$ cat src/shaft_encoder_consts.vh
// Constants for the shaft encoder word sequencer
`ifndef SHAFT_ENCODER_CONSTS_VH
`define SHAFT_ENCODER_CONSTS_VH
`define ENC_BITS        19
`define WORD_BITS       10
`define ST_COARSE_HI    2'h0
`define ST_COARSE_LO    2'h1
`define ST_FINE_HI      2'h2
`define ST_FINE_LO      2'h3
`define HI_FIELD_LSB    10
`define PWR_IDLE        3'h1
`define PWR_ARMED       3'h2
`define PWR_ON          3'h4
`endif

$ cat src/shaft_encoder_word_sequencer.v
// Shaft encoder word sequencer: state counter, steering, power control
// Contract
// - State 10 grounds the fine encoder common return.
// - Fine encoder enabled: accept all 19 advanced and 19 retarded lines.
// - State 10 presents fine bits 10 to 18 as third word.
// - Third clear/clock trailing edge advances counter from 10 to 11.
// - State 11 presents fine bits 0 to 9 as fourth word.
// - Sequence repeats until 90th frame pulse removes encoder supply.
// - Read pulse presets first power flip-flop, arms the second.
// - Frame mark resets counter, grounds coarse return, steers coarse bits 10-18.
// - First clear/clock trailing edge: state 01, coarse bits 0-9.
// - Each bit above bit 0 reads advanced brush if lower bit high, else retarded.
// - After read, first 90th pulse powers on, next powers off and idles.
`timescale 1ns/1ps
`default_nettype none
`include "shaft_encoder_consts.vh"
module shaft_encoder_word_sequencer (
  // Clock and reset
  input  wire                  clk,
  input  wire                  rst_b,
  // Telemetry timing pins
  input  wire                  frame_mark,
  input  wire                  clear_clock,
  input  wire                  frame90_pulse,
  input  wire                  read_cmd,
  // Coarse encoder brushes
  input  wire [`ENC_BITS-1:0]  coarse_adv,
  input  wire [`ENC_BITS-1:0]  coarse_ret,
  // Fine encoder brushes
  input  wire [`ENC_BITS-1:0]  fine_adv,
  input  wire [`ENC_BITS-1:0]  fine_ret,
  // Encoder commons, low grounds the return
  output reg                   coarse_common_b,
  output reg                   fine_common_b,
  // Output word and supply
  output reg  [`WORD_BITS-1:0] data_word,
  output reg  [1:0]            word_state,
  output reg                   encoder_power
);
  // Two-stage synchronisers on all pins
  reg [3:0]             ctl_s1_q;
  reg [3:0]             ctl_s2_q;
  reg [3:0]             ctl_s3_q;
  reg [4*`ENC_BITS-1:0] brush_s1_q;
  reg [4*`ENC_BITS-1:0] brush_s2_q;

  // Timing pins
  always @(posedge clk or negedge rst_b) begin
    if (!rst_b) begin
      ctl_s1_q <= 4'h0;
      ctl_s2_q <= 4'h0;
    end else begin
      ctl_s1_q <= {read_cmd, frame90_pulse, clear_clock, frame_mark};
      ctl_s2_q <= ctl_s1_q;
    end
  end

  // Edge register, reset to the idle low level so no edge follows reset
  always @(posedge clk or negedge rst_b) begin
    if (!rst_b)
      ctl_s3_q <= 4'h0;
    else
      ctl_s3_q <= ctl_s2_q;
  end

  // Brushes are static while read, so the wide word may cross here
  always @(posedge clk or negedge rst_b) begin
    if (!rst_b) begin
      brush_s1_q <= {4*`ENC_BITS{1'h0}};
      brush_s2_q <= {4*`ENC_BITS{1'h0}};
    end else begin
      brush_s1_q <= {fine_ret, fine_adv, coarse_ret, coarse_adv};
      brush_s2_q <= brush_s1_q;
    end
  end

  // Edge flags; clear/clock acts on its fall, the other pins on their rise
  localparam [3:0] EDGE_FALL = 4'h2;
  wire [3:0] pin_edge;
  genvar p;
  generate
    for (p = 0; p < 4; p = p + 1) begin : g_pin_edge
      assign pin_edge[p] = EDGE_FALL[p] ? (~ctl_s2_q[p] & ctl_s3_q[p])
                                        : (ctl_s2_q[p] & ~ctl_s3_q[p]);
    end
  endgenerate
  wire mark_rise = pin_edge[0];
  wire clk_fall  = pin_edge[1];
  wire f90_rise  = pin_edge[2];
  wire read_rise = pin_edge[3];

  wire [`ENC_BITS-1:0] coarse_code;
  wire [`ENC_BITS-1:0] fine_code;
  brush_resolver u_coarse (
    .adv  (brush_s2_q[`ENC_BITS-1:0]),
    .ret  (brush_s2_q[2*`ENC_BITS-1:`ENC_BITS]),
    .code (coarse_code)
  );
  brush_resolver u_fine (
    .adv  (brush_s2_q[3*`ENC_BITS-1:2*`ENC_BITS]),
    .ret  (brush_s2_q[4*`ENC_BITS-1:3*`ENC_BITS]),
    .code (fine_code)
  );

  // Word state counter; a frame mark wins over a clear/clock fall
  reg [1:0] word_state_counter_q;
  reg [1:0] word_state_counter_d;
  always @* begin
    word_state_counter_d = word_state_counter_q;
    if (mark_rise)
      word_state_counter_d = `ST_COARSE_HI;
    else if (clk_fall)
      word_state_counter_d = word_state_counter_q + 2'h1;
  end

  always @(posedge clk or negedge rst_b) begin
    if (!rst_b)
      word_state_counter_q <= `ST_COARSE_HI;
    else
      word_state_counter_q <= word_state_counter_d;
  end

  // Encoder power flip-flops as one-hot states: idle, armed by a read
  // command, and supply on
  localparam [2:0] PWR_IDLE  = `PWR_IDLE;
  localparam [2:0] PWR_ARMED = `PWR_ARMED;
  localparam [2:0] PWR_ON    = `PWR_ON;
  reg [2:0] encoder_power_flipflops_q;
  reg [2:0] encoder_power_flipflops_d;
  always @* begin
    encoder_power_flipflops_d = encoder_power_flipflops_q;
    case (encoder_power_flipflops_q)
      PWR_IDLE: begin
        // A read while armed or on is ignored
        if (read_rise)
          encoder_power_flipflops_d = PWR_ARMED;
      end
      PWR_ARMED: begin
        if (f90_rise)
          encoder_power_flipflops_d = PWR_ON;
      end
      PWR_ON: begin
        if (f90_rise)
          encoder_power_flipflops_d = PWR_IDLE;
      end
      default:
        encoder_power_flipflops_d = PWR_IDLE;
    endcase
  end

  always @(posedge clk or negedge rst_b) begin
    if (!rst_b)
      encoder_power_flipflops_q <= `PWR_IDLE;
    else
      encoder_power_flipflops_q <= encoder_power_flipflops_d;
  end

  // Supply and commons follow the next state, so they switch in the
  // same edge as the counter
  wire pwr_on_d = (encoder_power_flipflops_d == PWR_ON);
  wire coarse_common_gate_d = pwr_on_d & ~word_state_counter_d[1];
  wire fine_common_power_gate_d = pwr_on_d & word_state_counter_d[1];

  // Steering from the next state; brush data reaches it two edges after
  // its common is grounded, well inside one clear/clock period
  reg [`WORD_BITS-1:0] word_d;
  always @* begin
    case (word_state_counter_d)
      `ST_COARSE_HI:
        word_d = {1'h0, coarse_code[`ENC_BITS-1:`HI_FIELD_LSB]};
      `ST_COARSE_LO:
        word_d = coarse_code[`WORD_BITS-1:0];
      `ST_FINE_HI:
        word_d = {1'h0, fine_code[`ENC_BITS-1:`HI_FIELD_LSB]};
      default:
        word_d = fine_code[`WORD_BITS-1:0];
    endcase
  end

  // Counter state as held
  always @(posedge clk or negedge rst_b) begin
    if (!rst_b)
      word_state <= `ST_COARSE_HI;
    else
      word_state <= word_state_counter_d;
  end

  // Supply switch
  always @(posedge clk or negedge rst_b) begin
    if (!rst_b)
      encoder_power <= 1'h0;
    else
      encoder_power <= pwr_on_d;
  end

  // Unpowered encoders give no data, so the word is held at zero then
  always @(posedge clk or negedge rst_b) begin
    if (!rst_b)
      data_word <= {`WORD_BITS{1'h0}};
    else if (pwr_on_d)
      data_word <= word_d;
    else
      data_word <= {`WORD_BITS{1'h0}};
  end

  // Coarse return, active low; released while the supply is off
  always @(posedge clk or negedge rst_b) begin
    if (!rst_b)
      coarse_common_b <= 1'h1;
    else
      coarse_common_b <= ~coarse_common_gate_d;
  end

  // Fine return, active low; never grounded together with the coarse one
  always @(posedge clk or negedge rst_b) begin
    if (!rst_b)
      fine_common_b <= 1'h1;
    else
      fine_common_b <= ~fine_common_power_gate_d;
  end
endmodule // shaft_encoder_word_sequencer
`default_nettype wire

$ cat src/brush_resolver.v
// Dual-brush track selection for one encoder
`timescale 1ns/1ps
`default_nettype none
`include "shaft_encoder_consts.vh"
module brush_resolver (
  // Brush lines
  input  wire [`ENC_BITS-1:0] adv,
  input  wire [`ENC_BITS-1:0] ret,
  // Resolved code
  output wire [`ENC_BITS-1:0] code
);
  // Bit 0 has no lower bit, so it is read from the advanced brush
  assign code[0] = adv[0];
  genvar i;
  generate
    for (i = 1; i < `ENC_BITS; i = i + 1) begin : g_bit
      assign code[i] = code[i-1] ? adv[i] : ret[i];
    end
  endgenerate
endmodule // brush_resolver
`default_nettype wire

$ cat config.mk
export PLATFORM = sky130hd
export DESIGN_NAME = shaft_encoder_word_sequencer
export DESIGN_NICKNAME = d
export VERILOG_FILES = /design/src/shaft_encoder_word_sequencer.v /design/src/brush_resolver.v
export VERILOG_INCLUDE_DIRS = /design/src
export SDC_FILE = /design/constraint.sdc
export NUM_CORES = 1
export LEC_CHECK = 0
export ABC_AREA = 1
export BUFFER_PORTS_ARGS = -buffer_cell sky130_fd_sc_hd__buf_4
export CAP_MARGIN = 20
export CORE_MARGIN = 1.5
export CORE_UTILIZATION = 56
export DETAILED_ROUTE_END_ITERATION = 7
export GPL_ROUTABILITY_DRIVEN = 0
export PLACE_DENSITY = 0.89
export REMOVE_ABC_BUFFERS = 1
export SLEW_MARGIN = 25
export SYNTH_ARGS = -nofsm -noshare
export SYNTH_HDL_FRONTEND = slang
export SYNTH_SLANG_ARGS = --single-unit
$ cat constraint.sdc
create_clock -name clk -period 3.1 [get_ports clk]
set_input_delay 0.465 -clock clk [delete_from_list [all_inputs] [get_ports clk]]
set_output_delay 0.465 -clock clk [all_outputs]
set_load 0.05 [all_outputs]
==> Flow_metrics.wiki, run 1 <==
{| class="wikitable"
! Metric !! Value
|-
| Synth-to-layout area growth || 33.17%
|-
| Wirelength, routed || 16430 um
|-
| Die Ht || 109.9 um
|-
| Share of the synthesized area in compound gates (AO/OA/AOI/OAI) || 1.955%
|-
| Placeable Area || 10980 um^2
|-
| Clock buffer depth || 2
|-
| Clock input transition at the sequential cells of the worst setup and hold paths || 70 ps
|-
| Average via count per standard cell || 5.635
|-
| Endpoints failing hold || 0
|-
| Pre-CTS WS || -96.98 ps
|-
| Headroom to the max-slew limit || 50.24%
|-
| Routed wirelength normalized by instance count || 21.65 um
|-
| Remaining design rule violation count || 0
|-
| Die X || 109.9 um
|-
| Library cells used by synthesis || 26
|-
| Proportion of synthesized area in mux cells || 0%
|-
| Final Critical Period || 3441 ps
|-
| Final count of negative-setup-slack endpoints || 4
|-
| Share of final-layout standard cells stronger than drive strength 1 || 43.78%
|-
| Initial antenna violation count || 0
|-
| Combinational Power Share || 15.6%
|-
| Unrepaired setup endpoints after global routing || yes
|-
| Placed wire-length estimate after detailed placement || 8731 um
|-
| Setup_tns || -662.7 ps
|-
| Max capacitance violation total || 0
|-
| Flop pwr share || 46.5%
|-
| Largest family of logic cells by synthesized area || simple AND/OR/NAND/NOR gates
|-
| Destination of the worst register-to-register timing path || data_word[8]
|-
| Part of the total power dissipated in the clock network || 37.9%
|-
| Switching part of the total || 29.97%
|-
| Die Outline Area || 12080 um^2
|-
| Post-synthesis register bit count || 178
|-
| TritonCTS clock tree || built
|-
| Remaining antenna violation count || 0
|-
| Arrival time worst endpoint || 3770 ps
|-
| Data required time of the critical path || 3430 ps
|-
| Worst Setup Path Type || register to register
|-
| Part of the cycle the worst path needs || 111.0%
|-
| Worst setup SP type || register
|-
| Initial drt markers || 329
|-
| Core occupancy in the finished layout || 77.61%
|-
| # placed instances || 713
|-
| IO Count || 97
|-
| Max Clock Freq || 290.6 MHz
|-
| Port bufs || 94
|-
| Library cell used as clock root buffer || clkbuf_16
|-
| Post-Synth Simple-Gate Area || 23.67%
|-
| Internal power || 3.832 mW
|-
| Switching power total || 1.640 mW
|-
| Max-slew violation count || 0
|-
| CTS buffer count || 17
|-
| Area taken by flip-flops and latches || 4459 um^2
|-
| Deepest level of the CTS H-tree || 4
|-
| Gate Count Post-Synth || 478
|-
| FF-to-FF path depth || 26
|-
| Slew at the pin with the worst max-slew slack || 746.4 ps
|-
| Total track usage || 26.58%
|-
| Multi-input combinational cell area || 2181 um^2
|-
| Clock Sinks || 178
|-
| Number of search-and-repair iterations in the first detailed-routing pass || 8
|-
| Total number of vias || 4277
|-
| Proportion of synthesized chip area in sequential cells || 69.64%
|-
| ANT cells || 0
|-
| Post-synthesis area per instance || 13.39 um^2
|-
| Largest driver fanout on the critical path || 4
|-
| Most frequent cells in the layout || 174 x dfrtp_1, 109 x buf_4, 72 x inv_1
|-
| Leakage || 4.204 nW
|-
| Crit path capture type || register
|-
| Worst min-delay path class || primary input to async pin
|-
| Critical path capture point || data_word[8]
|-
| Netlist Area Pre-Place || 6401 um^2
|-
| Worst ir drop on vdd || 0.5039 mV
|-
| Adder-cell area share of the yosys netlist || 0%
|-
| Leading cell type in the layout, fill and taps excluded || dfrtp_1
|-
| Pin count of the biggest net entering global routing || 88
|-
| Filler cell count in the final layout || 563
|-
| Final worst setup slack || -341.4 ps
|-
| Count of placed standard cells in the final layout, fillers left out || 759
|-
| # hold bufs at CTS || 0
|-
| P per Cell Area || 641.9 nW/um^2
|-
| Violations in the final reports || setup timing
|-
| Worst flop-to-flop path startpoint || brush_s2_q[38]
|-
| Final-stage net count || 688
|-
| Starting utilization of the core area || 58.28%
|-
| Via count of the first global-routing pass || 4331
|-
| Result of the run || finished with violations
|-
| Reg2reg setup slack || -340 ps
|-
| Setup crit start || brush_s2_q[38]
|-
| Row count || 38
|-
| Count of warnings emitted by yosys || 0
|-
| XOR/XNOR Fraction of Synth Area || 0%
|-
| Clock latency of the later-clocked register in the worst-skew pair || 440 ps
|-
| Power consumption || 5.472 mW
|-
| Overall overflow remaining after global route || 0
|-
| First-pass GRT wire length || 22870 um
|-
| Post-Route Skew || 11.47 ps
|}
-- kinds of logic (layout without fill, tap and decap cells) --
family,after synthesis,in the layout
DFF,178,178
AOI/OAI and AO/OA,20,20
buffers and inverters,78,219
and+or+nand+nor,202,202
-- sequential cells by signal (all words and copies together) (netlist names) --
name,count
brush_s1_q,74
brush_s2_q,74
coarse_common_b,1
ctl_s1_q,4
ctl_s2_q,4
ctl_s3_q,4
data_word,10
encoder_power,1
encoder_power_flipflops_q,3
fine_common_b,1
word_state,2
-- worst min-delay path by stage --
stage	from	cells after the start	endpoint
2_1_floorplan	rst_b	0	brush_s1_q[0]
3_3_place_gp	brush_s1_q[29]	0	brush_s2_q[29]
3_5_place_dp	brush_s1_q[7]	0	brush_s2_q[7]
4_1_cts	rst_b	1	brush_s1_q[20]
5_1_grt	coarse_ret[3]	1	brush_s1_q[22]
6_report	rst_b	1	brush_s1_q[39]
-- cells in the mapped netlist --
master	n	share of area, %
o21ai_0	5	0.39
nand3b_1	8	0.94
nand2_4	5	0.88
nand3_4	9	2.5
dfstp_2	3	1.2
nand3_2	46	7.2
nand2_2	17	1.7
clkbuf_1	2	0.12
clkinv_1	1	0.059
nand3_1	59	4.6
inv_1	72	4.2
nand3b_4	6	1.9
o2111ai_1	2	0.27
dfrtp_1	175	68
a211oi_2	1	0.20
o211ai_1	1	0.12
a31oi_1	3	0.29
inv_2	2	0.12
a311oi_1	1	0.14
a21oi_1	5	0.39
nor2_1	9	0.53
o21ai_1	2	0.16
clkbuf_8	1	0.21
nor3_1	3	0.23
nand2_1	32	1.9
nand3b_2	8	1.4
-- power groups by stage --
stage          clock network, mW  registers, mW  logic, mW
2_1_floorplan                  0           2.62      0.334
3_3_place_gp                   0           2.56      0.626
3_5_place_dp                   0           2.57      0.653
4_1_cts                     2.05           2.53      0.726
5_1_grt                     2.19           2.55      0.904
6_report                    2.07           2.54      0.854
-- per-layer routing --
metal	GRT usage, %	up-vias	share of wire (%)
met5	0	-	0
met4	14.56	0	5.7
met3	6.995	94	7.2
met2	42.90	246	50
met1	32.76	2113	37
li1	-	1824	-
-- critical path, cell delays in order, from the launching register on --
cell      delay [ps]
dfrtp_2          460
inv_2            100
nand2_4           70
nand2_2           80
nand2_2           80
nand3_4          100
nand2_4           90
nand2_4           90
nand3_4          120
nand2_4          110
nand2_4           60
nand3_1           80
nand3b_1         160
nand3_4          170
nand3b_4         140
nand3_4          150
nand3_4          130
nand3_4          170
nand3_4          110
nand3_2          120
nand3b_1         140
nand3_2          140
nand3_1          140
nand3_1          150
nand3_2           70
nand2_1           60
inv_1             40
-- cell type report --
type	instances	area share [%]
Tap cell	140	2.055
Timing Repair Buffer	112	10.10
Clock buffer	17	4.990
Multi-Input combinational cell	222	25.58
Sequential cell	178	52.31
Clock inverter	15	1.659
Inverter	75	3.303
-- stage by stage --
stage | hold slack (ps) | cell area [um^2]
2_1_floorplan | 169.4 | 6380
3_3_place_gp | 335.5 | 7307
3_5_place_dp | 334.7 | 7307
4_1_cts | 108.1 | 8179
5_1_grt | 116.0 | 8524
6_report | 65.01 | 8524
-- what timing repair did --
item	4_1_cts	5_1_grt
resized for setup	40	50
setup endpoints to repair	3	5
buffers inserted	7	7
cloned	0	0
pin swaps	21	48
Note: power is estimated with default switching activity, not from simulation.
==> run 2, diff against run 1 <==
--- a/config.mk
+++ b/config.mk
@@ -6,14 +6,13 @@
 export SDC_FILE = /design/constraint.sdc
 export NUM_CORES = 1
 export LEC_CHECK = 0
-export ABC_AREA = 1
 export BUFFER_PORTS_ARGS = -buffer_cell sky130_fd_sc_hd__buf_4
 export CAP_MARGIN = 20
 export CORE_MARGIN = 1.5
-export CORE_UTILIZATION = 56
+export CORE_UTILIZATION = 55
 export DETAILED_ROUTE_END_ITERATION = 7
 export GPL_ROUTABILITY_DRIVEN = 0
-export PLACE_DENSITY = 0.89
+export PLACE_DENSITY = 0.88
 export REMOVE_ABC_BUFFERS = 1
 export SLEW_MARGIN = 25
 export SYNTH_ARGS = -nofsm -noshare
==> run 2 against run 1 <==
The run still ends with setup timing left. Cell area down 7.2%. Total power fell by 2.7%. Sequential power is essentially flat. Flip-flop and latch count is the same. Sequential share of layout area grew 4.0 points. Worst hold slack worse by 34 ps. Clock power is essentially flat. Critical endpoint unchanged.
==> Flow_metrics.wiki, run 2 <==
{| class="wikitable"
! Metric !! Value
|-
| Arrival time worst endpoint || 3640 ps
|-
| Netlist Area Pre-Place || 6045 um^2
|-
| Multi-input combinational cell area || 1682 um^2
|-
| IO Count || 97
|-
| Filler cell count in the final layout || 645
|-
| Unrepaired setup endpoints after global routing || yes
|-
| Largest registers in the final layout || brush_s1_q (74), brush_s2_q (74), data_word (10)
|-
| Average via count per standard cell || 5.319
|-
| Proportion of register bits with asynchronous set or reset after synthesis || 100.0%
|-
| Count leader, synth || dfrtp_1
|-
| Leakage || 3.658 nW
|-
| Final-stage net count || 609
|-
| Clock input transition at the sequential cells of the worst setup and hold paths || 70 ps
|-
| Die X || 107.8 um
|-
| Crit path capture type || register
|-
| Result of the run || finished with violations
|-
| Leading cell type in the layout, fill and taps excluded || dfrtp_1
|-
| Port bufs || 94
|-
| Placed wire-length estimate after detailed placement || 7848 um
|-
| Worst flop-to-flop path startpoint || brush_s2_q[44]
|-
| Via count of the first global-routing pass || 3861
|-
| Post-synthesis register bit count || 178
|-
| Destination of the worst register-to-register timing path || data_word[8]
|-
| Buffer and inverter count on the worst path || 0
|-
| Wirelength, routed || 11630 um
|-
| Endpoints failing hold || 0
|-
| Initial antenna violation count || 0
|-
| Hold Path Stages || 1
|-
| Top delay family on crit path || multiplexers
|-
| Worst Setup Path Type || register to register
|-
| Starting utilization of the core area || 56.01%
|-
| Violations in the final reports || setup timing
|-
| Library cell used as clock root buffer || clkbuf_8
|-
| Predominant post-synthesis flop cell || dfrtp_1
|-
| Final Critical Period || 3242 ps
|-
| Cell area reported after detailed placement || 6995 um^2
|-
| CTS buffer count || 17
|-
| Crit path max-delay cell type || or4_1
|-
| Die Ht || 107.8 um
|-
| Placeable Area || 10790 um^2
|-
| Initial drt markers || 245
|-
| Most frequent cells in the layout || 174 x dfrtp_1, 127 x buf_4, 34 x mux2i_1
|-
| ANT cells || 0
|-
| Largest area contributor in the netlist || dfrtp_1
|-
| P per Cell Area || 672.9 nW/um^2
|-
| Total track usage || 21.60%
|-
| Clock latency of the later-clocked register in the worst-skew pair || 540 ps
|-
| Data required time of the critical path || 3500 ps
|-
| First-pass GRT wire length || 18080 um
|-
| Power consumption || 5.325 mW
|-
| Remaining design rule violation count || 0
|-
| Library cells used by synthesis || 64
|-
| Proportion of synthesized chip area in sequential cells || 73.75%
|-
| Fraction of synthesized cell area taken by the top area cell type || 72.45%
|-
| Number of enable-type register cells in the synthesized netlist || 0
|-
| Core occupancy in the finished layout || 73.31%
|-
| Clock buffer depth || 2
|-
| Number of search-and-repair iterations in the first detailed-routing pass || 4
|-
| Worst ir drop on vdd || 0.4934 mV
|-
| Total number of vias || 3617
|-
| Max-slew violation count || 0
|-
| FF-to-FF path depth || 11
|-
| Count of placed standard cells in the final layout, fillers left out || 680
|-
| Final count of negative-setup-slack endpoints || 3
|-
| Remaining antenna violation count || 0
|-
| Finished layout cell area || 7913 um^2
|-
| Launch point of the worst hold path || fine_ret[17]
|-
| TritonCTS clock tree || built
|-
| Overall overflow remaining after global route || 0
|-
| Pre-CTS WS || -111.8 ps
|-
| Share of final-layout standard cells stronger than drive strength 1 || 38.70%
|-
| Area taken by flip-flops and latches || 4459 um^2
|-
| Worst min-delay path class || primary input to register
|-
| Die Outline Area || 11630 um^2
|-
| Row count || 38
|-
| Routed wirelength normalized by instance count || 17.10 um
|-
| Hold Crit Endpoint || brush_s1_q[74]
|-
| Deepest level of the CTS H-tree || 4
|-
| Part of the cycle the worst path needs || 104.6%
|-
| Count of warnings emitted by yosys || 0
|-
| Post-synthesis area per instance || 15.74 um^2
|-
| Worst setup SP type || register
|-
| # placed instances || 622
|-
| Reg2reg setup slack || -140 ps
|-
| Synth-to-layout area growth || 30.90%
|-
| Max capacitance violation total || 0
|-
| Final worst setup slack || -141.9 ps
|-
| Largest driver fanout on the critical path || 5
|-
| Clock Sinks || 178
|-
| Slew at the pin with the worst max-slew slack || 575.5 ps
|-
| Pin count of the biggest net entering global routing || 65
|-
| Critical Path, Cell by Cell || mux2i_1, mux2i_2, a21oi_1, or4_1, a22oi_1, nor2_1, nand3_2, mux2i_4, mux2_4, a2111oi_4, nand3_1
|-
| Most instantiated cells after synthesis || 175 x dfrtp_1, 45 x mux2i_1, 18 x nand2_1, 15 x a21oi_1, 13 x nor2_1
|-
| Max Clock Freq || 308.5 MHz
|-
| Post-Route Skew || 8.013 ps
|-
| Gate Count Post-Synth || 384
|-
| Critical Path Max Stage Delay || 500 ps
|-
| Headroom to the max-slew limit || 61.59%
|-
| Cell types occupying the most area after synthesis || dfrtp_1 72%, mux2i_1 7.5%, dfstp_2 1.3%
|}
## run 2: cell count changes in the layout (fill, tap and decap cells not counted), sizes merged, moves of 4 or more
cell	delta
nor2	+5
nor3b	+6
inv	-77
mux2	+10
clkbuf	+6
nand2	-36
nand3	-105
nor2b	+6
mux2i	+46
a21boi	+4
nand3b	-17
buf	+17
a21oi	+10
nand4b	+4
## run 2: power by group
part	leakage, nW	internal [mW]	switching (mW)
logic	1.27	0.340	0.377
registers	2.10	2.46	0.0787
clock network	0.284	1.22	0.847
## run 2: cell families (layout without fill, tap and decap cells)
logic type / count (synthesis) / in the layout / synth area share [%]
AO/OA/AOI/OAI: 51 / 51 / 6.293
XOR/XNOR: 2 / 2 / 0.2898
buffers and inverters: 10 / 166 / 0.6416
flip-flops: 178 / 178 / 73.75
multiplexers: 57 / 57 / 10.23
AND/OR/NAND/NOR: 86 / 86 / 8.797
## run 2: cell type report
cell class	count	share of cell area, %
sequential	178	56.36
multi-input combinational	196	21.25
timing repair buffer	130	12.57
clock buffer	23	5.898
tap	140	2.214
clock inverter	9	1.518
inverter	4	0.1898
## run 2: through the flow
stage	hold WS, ps	TNS [ps]
2_1_floorplan	169.4	0
3_3_place_gp	334.9	0
3_5_place_dp	334.7	-241.5
4_1_cts	0.9031	-7.437
5_1_grt	6.712	-705.3
6_report	30.65	-239.7
## run 2: worst max path at each step
stage	cells past startpoint	start	to
final	11	brush_s2_q[44]	data_word[8]
after global routing	11	brush_s2_q[45]	data_word[8]
after CTS	11	brush_s2_q[63]	data_word[8]
after detailed placement	10	brush_s2_q[63]	data_word[8]
after global placement	11	brush_s2_q[63]	data_word[8]
after floorplan	7	word_state[0]	data_word[8]
## run 2: layer usage
layer / routed length, um / vias up / global-route usage (%)
met1: 4264 / 1805 / 22.88
met5: 0 / - / 0
met4: 359 / 0 / 11.37
met3: 551 / 33 / 6.174
met2: 6454 / 132 / 38.81
li1: - / 1647 / -
## run 2: repair_timing
| item | in CTS | in global routing |
|---|---|---|
| hold buffers | 1 | 0 |
| endpoints found under the setup margin | 3 | 6 |
| pin swaps | 2 | 7 |
| setup buffers | 17 | 8 |
| resized for setup | 10 | 19 |
| endpoints found under the hold margin | 54 | 0 |
==> run 3, diff against run 2 <==
--- a/config.mk
+++ b/config.mk
@@ -12,7 +12,7 @@
 export CORE_UTILIZATION = 55
 export DETAILED_ROUTE_END_ITERATION = 7
 export GPL_ROUTABILITY_DRIVEN = 0
-export PLACE_DENSITY = 0.88
+export PLACE_DENSITY = 0.86
 export REMOVE_ABC_BUFFERS = 1
 export SLEW_MARGIN = 25
 export SYNTH_ARGS = -nofsm -noshare
==> run 3 against run 2 <==
The run now ends clean. Final cell count is 2.5% lower. Global-route usage about the same. Utilization is 1.3 points lower. Wire length down 3.6%. Flip-flop and latch count is the same. Sequential power hardly changed. Clock-buffer cell count down 2. Largest cell class unchanged.
==> Flow_metrics.wiki, run 3 (synthesis gave the netlist of run 2 again) <==
{| class="wikitable"
! Metric !! Value
|-
| Result of the run || finished, final reports clean
|-
| Area taken by flip-flops and latches || 4458 um^2
|-
| Die X || 107.8 um
|-
| CTS buffer count || 17
|-
| Number of search-and-repair iterations in the first detailed-routing pass || 4
|-
| Total track usage || 21.55%
|-
| Routed wirelength normalized by instance count || 16.92 um
|-
| Largest driver fanout on the critical path || 5
|-
| First-pass GRT wire length || 18370 um
|-
| Pin count of the biggest net entering global routing || 91
|-
| Slew at the pin with the worst max-slew slack || 791.3 ps
|-
| TritonCTS clock tree || built
|-
| Via count of the first global-routing pass || 3825
|-
| Total number of vias || 3544
|-
| Multi-input combinational cell area || 1649 um^2
|-
| Placeable Area || 10790 um^2
|-
| Clock input transition at the sequential cells of the worst setup and hold paths || 70 ps
|-
| Power consumption || 5.319 mW
|-
| Clock buffer depth || 2
|-
| Remaining antenna violation count || 0
|-
| Synth-to-layout area growth || 28.63%
|-
| Final-stage net count || 592
|-
| Remaining design rule violation count || 0
|-
| Final Critical Period || 3089 ps
|-
| Final worst setup slack || 11.48 ps
|-
| Initial antenna violation count || 1
|-
| Die Outline Area || 11630 um^2
|-
| Deepest level of the CTS H-tree || 4
|-
| Initial drt markers || 128
|-
| Worst Setup Path Type || register to register
|-
| Leading cell type in the layout, fill and taps excluded || dfrtp_1
|-
| Max capacitance violation total || 0
|-
| Clock latency of the later-clocked register in the worst-skew pair || 530 ps
|-
| Overall overflow remaining after global route || 0
|-
| Core occupancy in the finished layout || 72.04%
|-
| Row count || 38
|-
| # hold bufs at CTS || 0
|-
| Max Clock Freq || 323.8 MHz
|-
| Starting utilization of the core area || 56.01%
|-
| Part of the cycle the worst path needs || 99.63%
|-
| Filler cell count in the final layout || 657
|-
| Pre-CTS WS || -66.41 ps
|-
| Most frequent cells in the layout || 175 x dfrtp_1, 110 x buf_4, 37 x mux2i_1
|-
| Endpoints failing hold || 0
|-
| FF-to-FF path depth || 11
|-
| Average via count per standard cell || 5.345
|-
| Destination of the worst register-to-register timing path || data_word[8]
|-
| Reg2reg setup slack || 10 ps
|-
| Worst setup SP type || register
|-
| Die Ht || 107.8 um
|-
| ANT cells || 0
|-
| Worst flop-to-flop path startpoint || brush_s2_q[63]
|-
| Post-Route Skew || 13.61 ps
|-
| Placed wire-length estimate after detailed placement || 7456 um
|-
| Headroom to the max-slew limit || 47.24%
|-
| P per Cell Area || 684.1 nW/um^2
|-
| Arrival time worst endpoint || 3480 ps
|-
| Share of final-layout standard cells stronger than drive strength 1 || 36.71%
|-
| Final count of negative-setup-slack endpoints || 0
|-
| Largest registers in the final layout || brush_s1_q (74), brush_s2_q (74), data_word (10)
|-
| Crit path capture type || register
|-
| Worst ir drop on vdd || 0.5344 mV
|-
| Max-slew violation count || 0
|-
| Library cell used as clock root buffer || clkbuf_8
|-
| Port bufs || 94
|-
| Clock Sinks || 178
|-
| IO Count || 97
|-
| Data required time of the critical path || 3490 ps
|-
| Leakage || 3.599 nW
|-
| Unrepaired setup endpoints after global routing || yes
|-
| Worst min-delay path class || primary input to async pin
|-
| Wirelength, routed || 11220 um
|}
==> run 3: cell count changes in the layout (fill, tap and decap cells not counted), sizes merged <==
cell / change
clkinv: +1
dlygate4sd3: -1
bufinv: +1
buf: -16
clkbuf: -2
==> run 3: metrics by stage <==
step / hold WS, ps / area, um^2 / setup TNS, ps / std cells
5_1_grt: 13.81 / 7775 / -237.4 / 663
2_1_floorplan: 169.4 / 6021 / 0 / 378
4_1_cts: 11.72 / 7691 / 0 / 659
3_3_place_gp: 335.3 / 7000 / -0.9830 / 621
6_report: 10.54 / 7775 / 0 / 663
3_5_place_dp: 334.7 / 7000 / -91.23 / 621
==> run 3: power breakdown <==
group          switching (mW)  internal, mW
logic                   0.354         0.305
registers              0.0788          2.46
clock network           0.844          1.28
total                    1.28          4.04
==> run 3: routing by layer <==
metal / part of all wire, % / global-route usage (%) / vias up
li1: - / - / 1621
met1: 39 / 24.96 / 1800
met2: 54 / 37.12 / 107
met3: 5.8 / 6.598 / 16
met4: 1.8 / 9.305 / 0
met5: 0 / 0 / -
==> run 3: critical path: stages (launching register included) <==
cell and delay [ps]:
dfrtp_1 380, mux2i_2 260, mux2i_2 340, a21oi_2 80, or4_4 520, a211oi_2 180
nor2_1 80, nand3_2 90, mux2i_2 270, mux2_4 370, a2111oi_4 280, nand3_1 110
==> run 3: worst max path at each step <==
| stage | startpoint | to | slack [ps] | depth (start not counted) |
|---|---|---|---|---|
| global route | brush_s2_q[63] | data_word[8] | -160 | 11 |
| detailed placement | brush_s2_q[63] | data_word[8] | -70 | 11 |
| finish | brush_s2_q[63] | data_word[8] | 10 | 11 |
| CTS | brush_s2_q[0] | data_word[7] | 5 | 11 |
| floorplan | word_state[0] | data_word[8] | 150 | 7 |
| global placement | brush_s2_q[63] | data_word[8] | -1 | 11 |
==> run 3: final cells by class <==
class | count | share of cell area (%)
clock inverters | 11 | 1.947
repair buffers | 113 | 11.28
clock buffers | 21 | 5.777
inverters | 4 | 0.1931
multi-input cells | 196 | 21.21
flip-flops and latches | 178 | 57.34
well taps | 140 | 2.253
==> run 3: timing repair <==
item | CTS | global route
setup buffers | 6 | 4
endpoints found under the setup margin | 3 | 5
pin swaps | 7 | 6
gates resized for setup | 10 | 15
